File: src/shared/prs_pkg.sv
// package for the paged special-register decoder
// assumes one core clock and a core that flags direct accesses
package prs_pkg;

   // ==========================================================
   // address space
   localparam logic [7:0] SFR_BASE       = 8'h80; // first paged address
   localparam logic [3:0] BIT_NIB_A      = 4'h0;  // bit-addressable nibble
   localparam logic [3:0] BIT_NIB_B      = 4'h8;  // bit-addressable nibble

   // ==========================================================
   // stack and control register offsets, seen on every page
   localparam logic [7:0] ADDR_PAGE_SEL  = 8'h84;
   localparam logic [7:0] ADDR_STACK_MID = 8'h85;
   localparam logic [7:0] ADDR_STACK_BOT = 8'h86;
   localparam logic [7:0] ADDR_PAGE_CTRL = 8'h8f;
   localparam int         POS_AUTO_EN    = 0;     // enable bit position

   // ==========================================================
   // implemented pages
   localparam logic [7:0] PAGE_0         = 8'h00;
   localparam logic [7:0] PAGE_3         = 8'h03;
   localparam logic [7:0] PAGE_F         = 8'h0f;

   // ==========================================================
   // reset values
   localparam logic [7:0] RST_PAGE       = 8'h00;
   localparam logic [7:0] RST_STACK      = 8'h00;
   localparam logic       RST_AUTO_EN    = 1'b1;
   localparam logic [7:0] EMPTY_PAGE     = 8'h00;

   // one access from the core, direct or indirect
   typedef struct packed {
      logic       valid;
      logic       direct;  // direct addressing mode
      logic       write;
      logic       bit_op;  // single-bit access
      logic [2:0] bit_idx;
      logic [7:0] addr;
      logic [7:0] wdata;
   } prs_acc_s;

   // access steered to the paged register file
   typedef struct packed {
      logic       valid;
      logic       write;
      logic       bit_op;
      logic [2:0] bit_idx;
      logic [7:0] page;
      logic [7:0] addr;
      logic [7:0] wdata;
   } prs_sfr_s;

   // state of the page stack
   typedef struct packed {
      logic [7:0] top;
      logic [7:0] mid;
      logic [7:0] bot;
   } prs_stack_s;

endpackage

File: src/rtl/prs_paged_decoder.sv
// paged special-register decoder with a three-level page stack
// assumes the core gives one access per valid cycle and pulses
// interrupt entry and return for one core_clk cycle each
// assumes everything arrives on core_clk, so no input is
// synchronised here; a source in another domain must be
// brought over before it reaches these ports
`timescale 1ns/1ps
module prs_paged_decoder
(
   // clock and reset
   input  wire logic              core_clk,
   input  wire logic              reset,
   // direct access from the core
   input  wire prs_pkg::prs_acc_s acc_in,
   // interrupt entry and return from the core
   input  wire logic              irq_enter,
   input  wire logic [7:0]        irq_page,
   input  wire logic              return_from_interrupt,
   // access steered to paged registers
   output logic                   sfr_out_valid,
   output prs_pkg::prs_sfr_s      sfr_out,
   // access passed on to ram
   output logic                   ram_valid,
   output logic [7:0]             ram_addr,
   // read answer for the stack and control registers
   output logic                   rd_valid,
   output logic [7:0]             rd_data,
   // refused accesses
   output logic                   bit_reject,
   output logic                   page_miss,
   // current state
   output logic [7:0]             page_select,
   output logic [7:0]             page_stack_middle,
   output logic [7:0]             page_stack_bottom,
   output logic                   auto_paging_enable
);

   // ==========================================================
   // helper functions
   // each decode is called from a single process only; the verdicts
   // are shared with the other process through the signals below

   // true for addresses in the paged register range
   function automatic logic in_sfr_range(input logic [7:0] a);
      in_sfr_range = (a >= prs_pkg::SFR_BASE);
   endfunction

   // true where single-bit access is allowed
   function automatic logic bit_ok(input logic [7:0] a);
      bit_ok = (a[3:0] == prs_pkg::BIT_NIB_A) ||
               (a[3:0] == prs_pkg::BIT_NIB_B);
   endfunction

   // true for pages that hold registers
   // pages 4 to e and those above f select no paged register
   function automatic logic page_impl(input logic [7:0] p);
      page_impl = (p <= prs_pkg::PAGE_3) || (p == prs_pkg::PAGE_F);
   endfunction

   // true for the registers this block holds itself
   // these four answer on every page, whatever is selected
   function automatic logic is_local(input logic [7:0] a);
      is_local = (a == prs_pkg::ADDR_PAGE_SEL)  ||
                 (a == prs_pkg::ADDR_STACK_MID) ||
                 (a == prs_pkg::ADDR_STACK_BOT) ||
                 (a == prs_pkg::ADDR_PAGE_CTRL);
   endfunction

   // ==========================================================
   // access classification, shared by both groups of state

   logic acc_sfr;     // direct access in the paged range
   logic acc_badbit;  // bit access at a byte-only address
   logic acc_local;   // hits a register held here
   logic acc_ok;      // legal access to the paged range

   // decode the incoming access
   // computed once so both groups of state see one verdict
   always_comb
   begin
      acc_sfr    = acc_in.valid && acc_in.direct &&
                   in_sfr_range(acc_in.addr);
      acc_badbit = acc_sfr && acc_in.bit_op &&
                   !bit_ok(acc_in.addr);
      // the local registers are byte-only, so a bit access to
      // them is refused by the nibble test above as well
      acc_local  = is_local(acc_in.addr);
      acc_ok     = acc_sfr && !acc_badbit;
   end

   // ==========================================================
   // page stack and control bit

   // page stack: top is the live page, mid and bot hold saved ones
   prs_pkg::prs_stack_s stk_r;
   prs_pkg::prs_stack_s stk_nxt;
   logic                auto_en_r; // automatic paging enable
   logic                auto_en_nxt;
   logic [7:0]          sw_val;    // value software writes

   // next stack state; interrupt events outrank software writes
   // because a write racing an entry would lose the saved page
   always_comb
   begin
      stk_nxt     = stk_r;
      auto_en_nxt = auto_en_r;
      sw_val      = acc_in.wdata;
      if (irq_enter && auto_en_r)
      begin
         // push: every level moves down, source page on top
         // nesting deeper than two drops the oldest saved page
         stk_nxt.bot = stk_r.mid;
         stk_nxt.mid = stk_r.top;
         stk_nxt.top = irq_page;
      end
      else if (return_from_interrupt && auto_en_r)
      begin
         // pop: bottom empties to page zero
         // a pop with nothing saved leaves page zero on top
         stk_nxt.top = stk_r.mid;
         stk_nxt.mid = stk_r.bot;
         stk_nxt.bot = prs_pkg::EMPTY_PAGE;
      end
      else if (acc_ok && acc_in.write && acc_local)
      begin
         // plain stores, the stack never moves here
         case (acc_in.addr)
            prs_pkg::ADDR_PAGE_SEL:
            begin
               stk_nxt.top = sw_val;
            end
            prs_pkg::ADDR_STACK_MID:
            begin
               stk_nxt.mid = sw_val;
            end
            prs_pkg::ADDR_STACK_BOT:
            begin
               stk_nxt.bot = sw_val;
            end
            prs_pkg::ADDR_PAGE_CTRL:
            begin
               auto_en_nxt = sw_val[prs_pkg::POS_AUTO_EN];
            end
            // unreachable: acc_local admits only the four above
            default:
            begin
               stk_nxt = stk_r;
            end
         endcase
      end
   end

   // synchronous reset keeps every flop on the one clock path
   // register the stack; the two interrupt events and software stores change it
   always_ff @(posedge core_clk)
   begin
      if (reset)
      begin
         stk_r.top <= prs_pkg::RST_PAGE;
         stk_r.mid <= prs_pkg::RST_STACK;
         stk_r.bot <= prs_pkg::RST_STACK;
         auto_en_r <= prs_pkg::RST_AUTO_EN;
      end
      else
      begin
         stk_r     <= stk_nxt;
         auto_en_r <= auto_en_nxt;
      end
   end

   // ==========================================================
   // access steering, one cycle behind the request
   // one cycle of latency buys registered outputs everywhere;
   // the price is that a page write only steers accesses
   // from the following cycle on

   logic              sfr_v_r;     // paged access out
   logic              sfr_v_nxt;
   prs_pkg::prs_sfr_s sfr_r;
   prs_pkg::prs_sfr_s sfr_nxt;
   logic              ram_v_r;     // ram access out
   logic              ram_v_nxt;
   logic [7:0]        ram_a_r;
   logic [7:0]        ram_a_nxt;
   logic              rd_v_r;      // local read answer
   logic              rd_v_nxt;
   logic [7:0]        rd_d_r;
   logic [7:0]        rd_d_nxt;
   logic              badbit_r;    // refused bit access
   logic              badbit_nxt;
   logic              miss_r;      // access to an empty page
   logic              miss_nxt;

   // steer the access; local registers answer on every page so
   // software can always get back to a known page
   always_comb
   begin
      sfr_v_nxt       = 1'b0;
      sfr_nxt         = sfr_r;
      ram_v_nxt       = 1'b0;
      ram_a_nxt       = ram_a_r;
      rd_v_nxt        = 1'b0;
      rd_d_nxt        = rd_d_r;
      badbit_nxt      = acc_badbit;
      miss_nxt        = 1'b0;
      if (acc_in.valid && !acc_sfr)
      begin
         // indirect or low-range access goes to ram
         // the address is held between pulses for a slow reader
         ram_v_nxt = 1'b1;
         ram_a_nxt = acc_in.addr;
      end
      else if (acc_ok && acc_local)
      begin
         // reads of stack and control show current state
         // a local write gives no pulse; the value shows next cycle
         rd_v_nxt = !acc_in.write;
         case (acc_in.addr)
            prs_pkg::ADDR_PAGE_SEL:
            begin
               rd_d_nxt = stk_r.top;
            end
            prs_pkg::ADDR_STACK_MID:
            begin
               rd_d_nxt = stk_r.mid;
            end
            prs_pkg::ADDR_STACK_BOT:
            begin
               rd_d_nxt = stk_r.bot;
            end
            default:
            begin
               rd_d_nxt = {7'h00, auto_en_r};
            end
         endcase
      end
      else if (acc_ok && page_impl(stk_r.top))
      begin
         // the current page picks which register answers
         // bit index passes through; the register file applies it
         sfr_v_nxt       = 1'b1;
         sfr_nxt.valid   = 1'b1;
         sfr_nxt.write   = acc_in.write;
         sfr_nxt.bit_op  = acc_in.bit_op;
         sfr_nxt.bit_idx = acc_in.bit_idx;
         sfr_nxt.page    = stk_r.top;
         sfr_nxt.addr    = acc_in.addr;
         sfr_nxt.wdata   = acc_in.wdata;
      end
      else if (acc_ok)
      begin
         // empty page: nothing answers, flagged only
         // nothing is forwarded, so no register is hit by mistake
         miss_nxt = 1'b1;
      end
   end

   // register the steering outputs
   // every steering output port below is one of these flops; the state ports come from the stack flops
   always_ff @(posedge core_clk)
   begin
      if (reset)
      begin
         sfr_v_r  <= 1'b0;
         sfr_r    <= '0;
         ram_v_r  <= 1'b0;
         ram_a_r  <= 8'h00;
         rd_v_r   <= 1'b0;
         rd_d_r   <= 8'h00;
         badbit_r <= 1'b0;
         miss_r   <= 1'b0;
      end
      else
      begin
         sfr_v_r  <= sfr_v_nxt;
         sfr_r    <= sfr_nxt;
         ram_v_r  <= ram_v_nxt;
         ram_a_r  <= ram_a_nxt;
         rd_v_r   <= rd_v_nxt;
         rd_d_r   <= rd_d_nxt;
         badbit_r <= badbit_nxt;
         miss_r   <= miss_nxt;
      end
   end

   // ==========================================================
   // outputs, all straight from flip-flops
   // note: unoccupied addresses on a real page are passed on
   // untouched; what answers there is left to the register file
   // the three stack levels are shown as levels so the core can
   // save and restore them around nested handlers

   assign sfr_out_valid      = sfr_v_r;
   assign sfr_out            = sfr_r;
   assign ram_valid          = ram_v_r;
   assign ram_addr           = ram_a_r;
   assign rd_valid           = rd_v_r;
   assign rd_data            = rd_d_r;
   assign bit_reject         = badbit_r;
   assign page_miss          = miss_r;
   assign page_select        = stk_r.top;
   assign page_stack_middle  = stk_r.mid;
   assign page_stack_bottom  = stk_r.bot;
   assign auto_paging_enable = auto_en_r;

endmodule

File: config.mk
export PLATFORM = sky130hd
export DESIGN_NAME = prs_paged_decoder
export DESIGN_NICKNAME = d
export VERILOG_FILES = /design/src/shared/prs_pkg.sv /design/src/rtl/prs_paged_decoder.sv
export SDC_FILE = /design/constraint.sdc
export NUM_CORES = 1
export LEC_CHECK = 0
export BUFFER_PORTS_ARGS = -buffer_cell sky130_fd_sc_hd__buf_2
export CORE_UTILIZATION = 30
export CTS_CLUSTER_DIAMETER = 60
export DETAILED_ROUTE_END_ITERATION = 12
export HOLD_SLACK_MARGIN = 0.02
export PLACE_DENSITY = 0.48
export SLEW_MARGIN = 20
export SYNTH_ARGS = -nofsm -noshare
export SYNTH_HDL_FRONTEND = slang
export SYNTH_SLANG_ARGS = --single-unit
File: constraint.sdc
create_clock -name core_clk -period 4.3 [get_ports core_clk]
set_input_delay 0.215 -clock core_clk [delete_from_list [all_inputs] [get_ports core_clk]]
set_output_delay 0.215 -clock core_clk [all_outputs]
set_load 0.1 [all_outputs]
==> results.tsv, run 1 <==
metric	value	unit
most frequent cell after synthesis	dfxtp_1	
area of placed instances	0.004189	mm^2
register area share after synthesis	42.09	%
initial DRC count	257	
#FFs+latches synth	76	
Worst-Skew Late Latency	0.33	ns
Most used DFF post-synth	dfxtp_1	
WHS	0.1348	ns
Sink Count	76	
# DRC	6	
DRT Wirelength	11930	um
# Post-CTS Setup Buffers	0	
I/O pins	111	
fraction of layout cells with a size suffix above 1	28.94	%
post-layout min period	2.649	ns
clock-pin slew of the registers on the worst-case setup and hold paths	0.06	ns
nets	532	
vias per cell	5.422	
syn avg cell area	8.752	um^2
GR Overflow Total	0	
GRT Max-Usage Layer	met2	
crit path capture type	flip-flop	
Final Skew	0.005387	ns
core area	0.01156	mm^2
Post-CTS Resized	0	
RSZ-0062 raised after global routing	no	
CP Max Fanout	23	
vias in the first global route	3280	
pin count of the biggest net entering global routing	79	
CP Launch Type	flip-flop	
CP arrival	2.91	ns
Die Ht	111.8	um
synth top area cells	dfxtp_1 42%, mux2i_1 6.4%, a21oi_1 5.5%	
Synth Cell Area	0.003615	mm^2
post-synth top area share	42.09	%
EDFF count, synth	0	
placement row count	39	
Max-cap violations	0	
Design Area, Final	0.004516	mm^2
GRT met3 Usage	4.573	%
GRT Util Overall	19.27	%
worst-margin pin slew	1.084	ns
Peak Freq	377.5	MHz
Routed WL per cell	18.52	um
HP Class	in2reg	
R2R depth	4	
initial antenna violation count	0	
Final GP Congestion	0.7937	
syn nets	448	
clk buf depth	2	
Tcrit/Tclk final	61.60	%
cts bufs inserted	9	
Area Overhead vs Synth	24.92	%
Commonest cells post-synth	76 x dfxtp_1, 40 x a21oi_1, 37 x nand2_1, 29 x nand3_1	
LEAKAGE	0.001908	uW
M1 GR Usage	24.37	%
CTS Hold Bufs	0	
Die ar.	0.01249	mm^2
leading area contributor after synthesis	dfxtp_1	
root buf cell	clkbuf_16	
die width	111.8	um
Gate Count Post-Synth	413	
Setup TNS	0	ns
GR Util met2	32.67	%
critical path type	reg2reg	
final setup fails	0	
Place WS	1.702	ns
drt first pass iters	11	
PortBufs	110	
first-pass GRT wire length	18670	um
Req. time, crit path	4.56	ns
Slew HR	27.07	%
Setup WS post-layout	1.651	ns
Final Hold Fails	0	
failing checks	design-rule violations	
status	finished with violations	
VDD IR-drop max	0.2525	mV
Antenna Violating Nets Remaining	0	
power per cell area	428.4	mW/mm^2
max-slew violations	0	
Ys Warns	0	
sum of net half-perimeters after detailed placement	8100	um
H-Tree Depth	3	
hold depth	3	
vias	3492	
Initial Utilization	31.26	%
diode count	0	
CTS tree	done	
Synth cell types	42	
Async SR Flop Fraction	0	%
## per-layer routing
metal	vias to the layer above	part of all wire [%]
met2	104	49
li1	1684	-
met1	1694	45
met5	-	0
met3	10	5.1
met4	0	0.91
## layout make-up
cell class	count	area, um^2
multi-input cells	291	1908
repair buffers	113	573.1
clock inverters	3	45.04
inverters	6	22.52
clock buffers	12	266.5
fillers	1207	7049
well taps	143	178.9
flip-flops and latches	76	1521
## sequential cells by signal, indices dropped and copies added, names as in the netlist
| name | flops |
|---|---|
| page_stack_bottom | 8 |
| rd_valid | 1 |
| rd_data | 8 |
| bit_reject | 1 |
| ram_valid | 1 |
| page_miss | 1 |
| sfr_out_valid | 1 |
| page_select | 8 |
| page_stack_middle | 8 |
| auto_paging_enable | 1 |
| sfr_out | 30 |
| ram_addr | 8 |
## final timing paths
check	slack, ns	endpoint	startpoint
hold / removal	0.13	sfr_out[25]$_SDFFE_PP0P_	acc_in[17]
setup / recovery	1.65	sfr_out[8]$_SDFFE_PP0P_	page_select[5]$_SDFFE_PP0P_
setup reg to reg	1.65	sfr_out[8]$_SDFFE_PP0P_	page_select[5]$_SDFFE_PP0P_
hold reg to reg	0.45	ram_addr[6]$_SDFFE_PP0P_	ram_addr[6]$_SDFFE_PP0P_
## metrics by stage
stage / total power [uW] / util, % / instances
2_1_floorplan: 1075 / - / 413
3_3_place_gp: 1159 / 36.22 / 629
3_5_place_dp: 1163 / 36.22 / 629
4_1_cts: 1951 / 38.92 / 644
5_1_grt: 2003 / 39.05 / 644
6_report: 1934 / 39.05 / 644
## kinds of logic after synthesis
family	Yosys count	share of synthesized area, %
AO/OA/AOI/OAI	136	26.17
buffers and inverters	46	5.711
flip-flops	76	42.09
multiplexers	32	9.173
AND/OR/NAND/NOR	123	16.86
## critical path, stage by stage (launching register included)
cell and delay, ns:
dfxtp_1 0.35, nor4_1 0.92, o2111a_1 0.91, nand3_1 0.20, a21oi_1 0.17
## where the power goes
| part | switching, uW | internal [uW] |
|---|---|---|
| Clock | 292 | 494 |
| Sequential | 30.9 | 730 |
| Combinational | 302 | 84.5 |
| Total | 626 | 1310 |
## placed cells by master, fill, tap and decap left out, types with 3 or more instances in the layout
master     count
o22ai_1       16
nor2_1        23
mux2_2         9
nor4_1         3
buf_2        110
o21ai_1       14
clkbuf_8       3
nand4_1        3
and4_1         3
mux2i_1       23
buf_4          3
o2bb2ai_1      9
inv_1          6
o21ai_0       18
a21oi_1       39
a211o_1       16
nand2_1       37
a32oi_1        8
dfxtp_1       76
o21a_1         4
clkbuf_16      9
and3_1         6
a41oi_4        3
nor2b_1       11
nand3_1       29
Power figures use the tool's default switching activity.
==> inputs of run 2 (changes only) <==
--- a/config.mk
+++ b/config.mk
@@ -10,7 +10,7 @@
 export CTS_CLUSTER_DIAMETER = 60
 export DETAILED_ROUTE_END_ITERATION = 12
 export HOLD_SLACK_MARGIN = 0.02
-export PLACE_DENSITY = 0.48
+export PLACE_DENSITY = 0.5
 export SLEW_MARGIN = 20
 export SYNTH_ARGS = -nofsm -noshare
 export SYNTH_HDL_FRONTEND = slang
==> constraint.sdc (replaced) <==
create_clock -name core_clk -period 2.3 [get_ports core_clk]
set_input_delay 0.115 -clock core_clk [delete_from_list [all_inputs] [get_ports core_clk]]
set_output_delay 0.115 -clock core_clk [all_outputs]
set_load 0.1 [all_outputs]
==> run 2 against run 1 <==
Against the previous run: non-clock buffer count grew 10; largest power group unchanged; routed wire length is 2.5% lower; final area grew 1.7%; critical path depth up 2; hold slack worse by 0.095 ns; core utilization rose by 0.68 points; setup slack lost 1.2 ns; highest routed layer unchanged; the flow still finishes with violations (design-rule violations); die area unchanged; global-route usage barely moved; sequential cell count unchanged.
==> results.tsv, run 2 (synthesis results as in run 1) <==
metric	value	unit	change
Setup TNS	0	ns	unchanged
combinational share of power	20.0	%	about the same
highest-delay cell along the critical path	nor4_1		
CP Max Fanout	23		unchanged
power per cell area	798.2	mW/mm^2	+86%
HP Class	in2reg		
Flop pwr share	38.8	%	-0.6 points
Initial Utilization	31.26	%	unchanged
fraction of layout cells with a size suffix above 1	30.08	%	+1.1 points
final setup fails	0		unchanged
cts bufs inserted	9		unchanged
most frequent cells in the layout	110 x buf_2, 76 x dfxtp_1, 40 x a21oi_1		
Largest register FFs	30		unchanged
cell family with most CP delay	simple AND/OR/NAND/NOR gates		
I/O pins	111		unchanged
Sink Count	76		unchanged
Bufs and invs on worst path	2		+2
die width	111.8	um	unchanged
Critical Path Max Stage Delay	0.45	ns	-0.47 ns
Final Skew	0.006781	ns	+0.001393 ns
Peak Freq	549.6	MHz	+46%
max-slew violations	0		unchanged
placed cell count	639		+1.6%
clock share of power	41.2	%	+0.6 points
Die Ht	111.8	um	unchanged
DRT Wirelength	11640	um	-2.5%
vias per cell	5.383		-0.72%
post-layout min period	1.820	ns	-0.8292 ns
Final GP Congestion	0.7811		-1.6%
sum of net half-perimeters after detailed placement	8115	um	+0.19%
GRT Util Overall	19.28	%	about the same
Max-cap violations	0		unchanged
drt first pass iters	8		-3
CP cell instances	nor4_1 > buf_4 > o2111a_1 > buf_4 > nand3_1 > a21oi_1		
clock-pin slew of the registers on the worst-case setup and hold paths	0.06	ns	about the same
Routed WL per cell	17.76	um	-4.1%
Design Area, Final	0.004594	mm^2	+1.7%
first-pass GRT wire length	18940	um	+1.4%
PortBufs	110		unchanged
Levels on crit path	6		+2
pin count of the biggest net entering global routing	59		-25%
H-Tree Depth	3		unchanged
Tcrit/Tclk final	79.11	%	+18 points
Top cell by count, worst path	buf_4		
Final Hold Fails	0		unchanged
initial antenna violation count	0		unchanged
status	finished with violations		
vias in the first global route	3475		+5.9%
failing checks	design-rule violations		
# DRC	7		+1
Req. time, crit path	2.56	ns	-2.00 ns
initial DRC count	187		-27%
vias	3526		+0.97%
diode count	0		unchanged
CP arrival	2.08	ns	-0.83 ns
crit path capture type	flip-flop		
switch share	32.23	%	-0.12 points
Psw	1182	uW	+89%
placement row count	39		unchanged
Slew HR	49.80	%	+23 points
non-filler cells, final	655		+1.7%
core area	0.01156	mm^2	unchanged
Internal	2486	uW	+90%
hold depth	3		unchanged
critical path type	reg2reg		
R2R depth	6		+2
nets	542		+1.9%
Area Overhead vs Synth	27.10	%	
LEAKAGE	0.001963	uW	+2.9%
RSZ-0062 raised after global routing	no		
VDD IR-drop max	0.3388	mV	+34%
CP Launch Type	flip-flop		
GR Overflow Total	0		unchanged
# Post-CTS Setup Buffers	0		unchanged
worst-margin pin slew	0.7522	ns	-0.3317 ns
area of placed instances	0.004277	mm^2	+2.1%
clk buf depth	2		unchanged
commonest non-fill, non-tap cell in the layout	buf_2		
Die ar.	0.01249	mm^2	unchanged
Post-CTS Resized	0		unchanged
root buf cell	clkbuf_16		
Worst-Skew Late Latency	0.33	ns	about the same
Antenna Violating Nets Remaining	0		unchanged
CTS Hold Bufs	0		unchanged
CTS tree	done		
## run 2: worst reg2reg max path: stages (launching register included)
cell and delay (ns):
dfxtp_1 0.37, nor4_1 0.45, buf_4 0.21, o2111a_1 0.16, buf_4 0.26, nand3_1 0.14
a21oi_1 0.16
## run 2: path summary, 6_finish.rpt
| path | slack, ns | end | start |
|---|---|---|---|
| worst min-delay path | 0.04 | sfr_out[25]$_SDFFE_PP0P_ | acc_in[17] |
| worst max-delay path | 0.48 | sfr_out[19]$_SDFFE_PP0P_ | page_select[4]$_SDFFE_PP0P_ |
| worst max register to register | 0.48 | sfr_out[19]$_SDFFE_PP0P_ | page_select[4]$_SDFFE_PP0P_ |
| worst min register to register | 0.45 | ram_addr[6]$_SDFFE_PP0P_ | ram_addr[6]$_SDFFE_PP0P_ |
## run 2: area by class of cell
cell class                 instances  area, um^2
fill                            1193        6970
multi-input combinational        291        1893
sequential                        76        1521
timing repair buffer             123       660.6
clock buffer                      10       229.0
tap                              143       178.9
clock inverter                     6       88.84
inverter                           6       22.52
## run 2: power by group through the flow
| stage | Sequential [uW] | Clock [uW] | Combinational [uW] |
|---|---|---|---|
| final | 1420 | 1510 | 734 |
| after global routing | 1430 | 1610 | 772 |
| after CTS | 1420 | 1540 | 736 |
| after detailed placement | 1450 | 0 | 734 |
| after global placement | 1450 | 0 | 729 |
| after floorplan | 1780 | 0 | 230 |
## run 2: metrics by stage
stage | worst slack [ns] | hold slack, ns | total power (uW) | util (%)
after floorplan | 0.04769 | 0.1905 | 2010 | -
after global placement | 0.4340 | 0.3758 | 2179 | 36.98
after detailed placement | 0.4720 | 0.3785 | 2186 | 36.98
after CTS | 0.4521 | 0.03308 | 3700 | 39.73
after global routing | 0.2869 | 0.04648 | 3810 | 39.73
final | 0.4804 | 0.03980 | 3667 | 39.73
## run 2: metal layers
| layer | share of wire, % | wire [um] | vias to the layer above | global-route usage (%) |
|---|---|---|---|---|
| li1 | - | - | 1704 | - |
| met1 | 46 | 5307 | 1688 | 25.60 |
| met2 | 47 | 5468 | 116 | 30.97 |
| met3 | 5.3 | 622 | 18 | 4.192 |
| met4 | 2.0 | 238 | 0 | 6.306 |
| met5 | 0 | 0 | - | 0 |
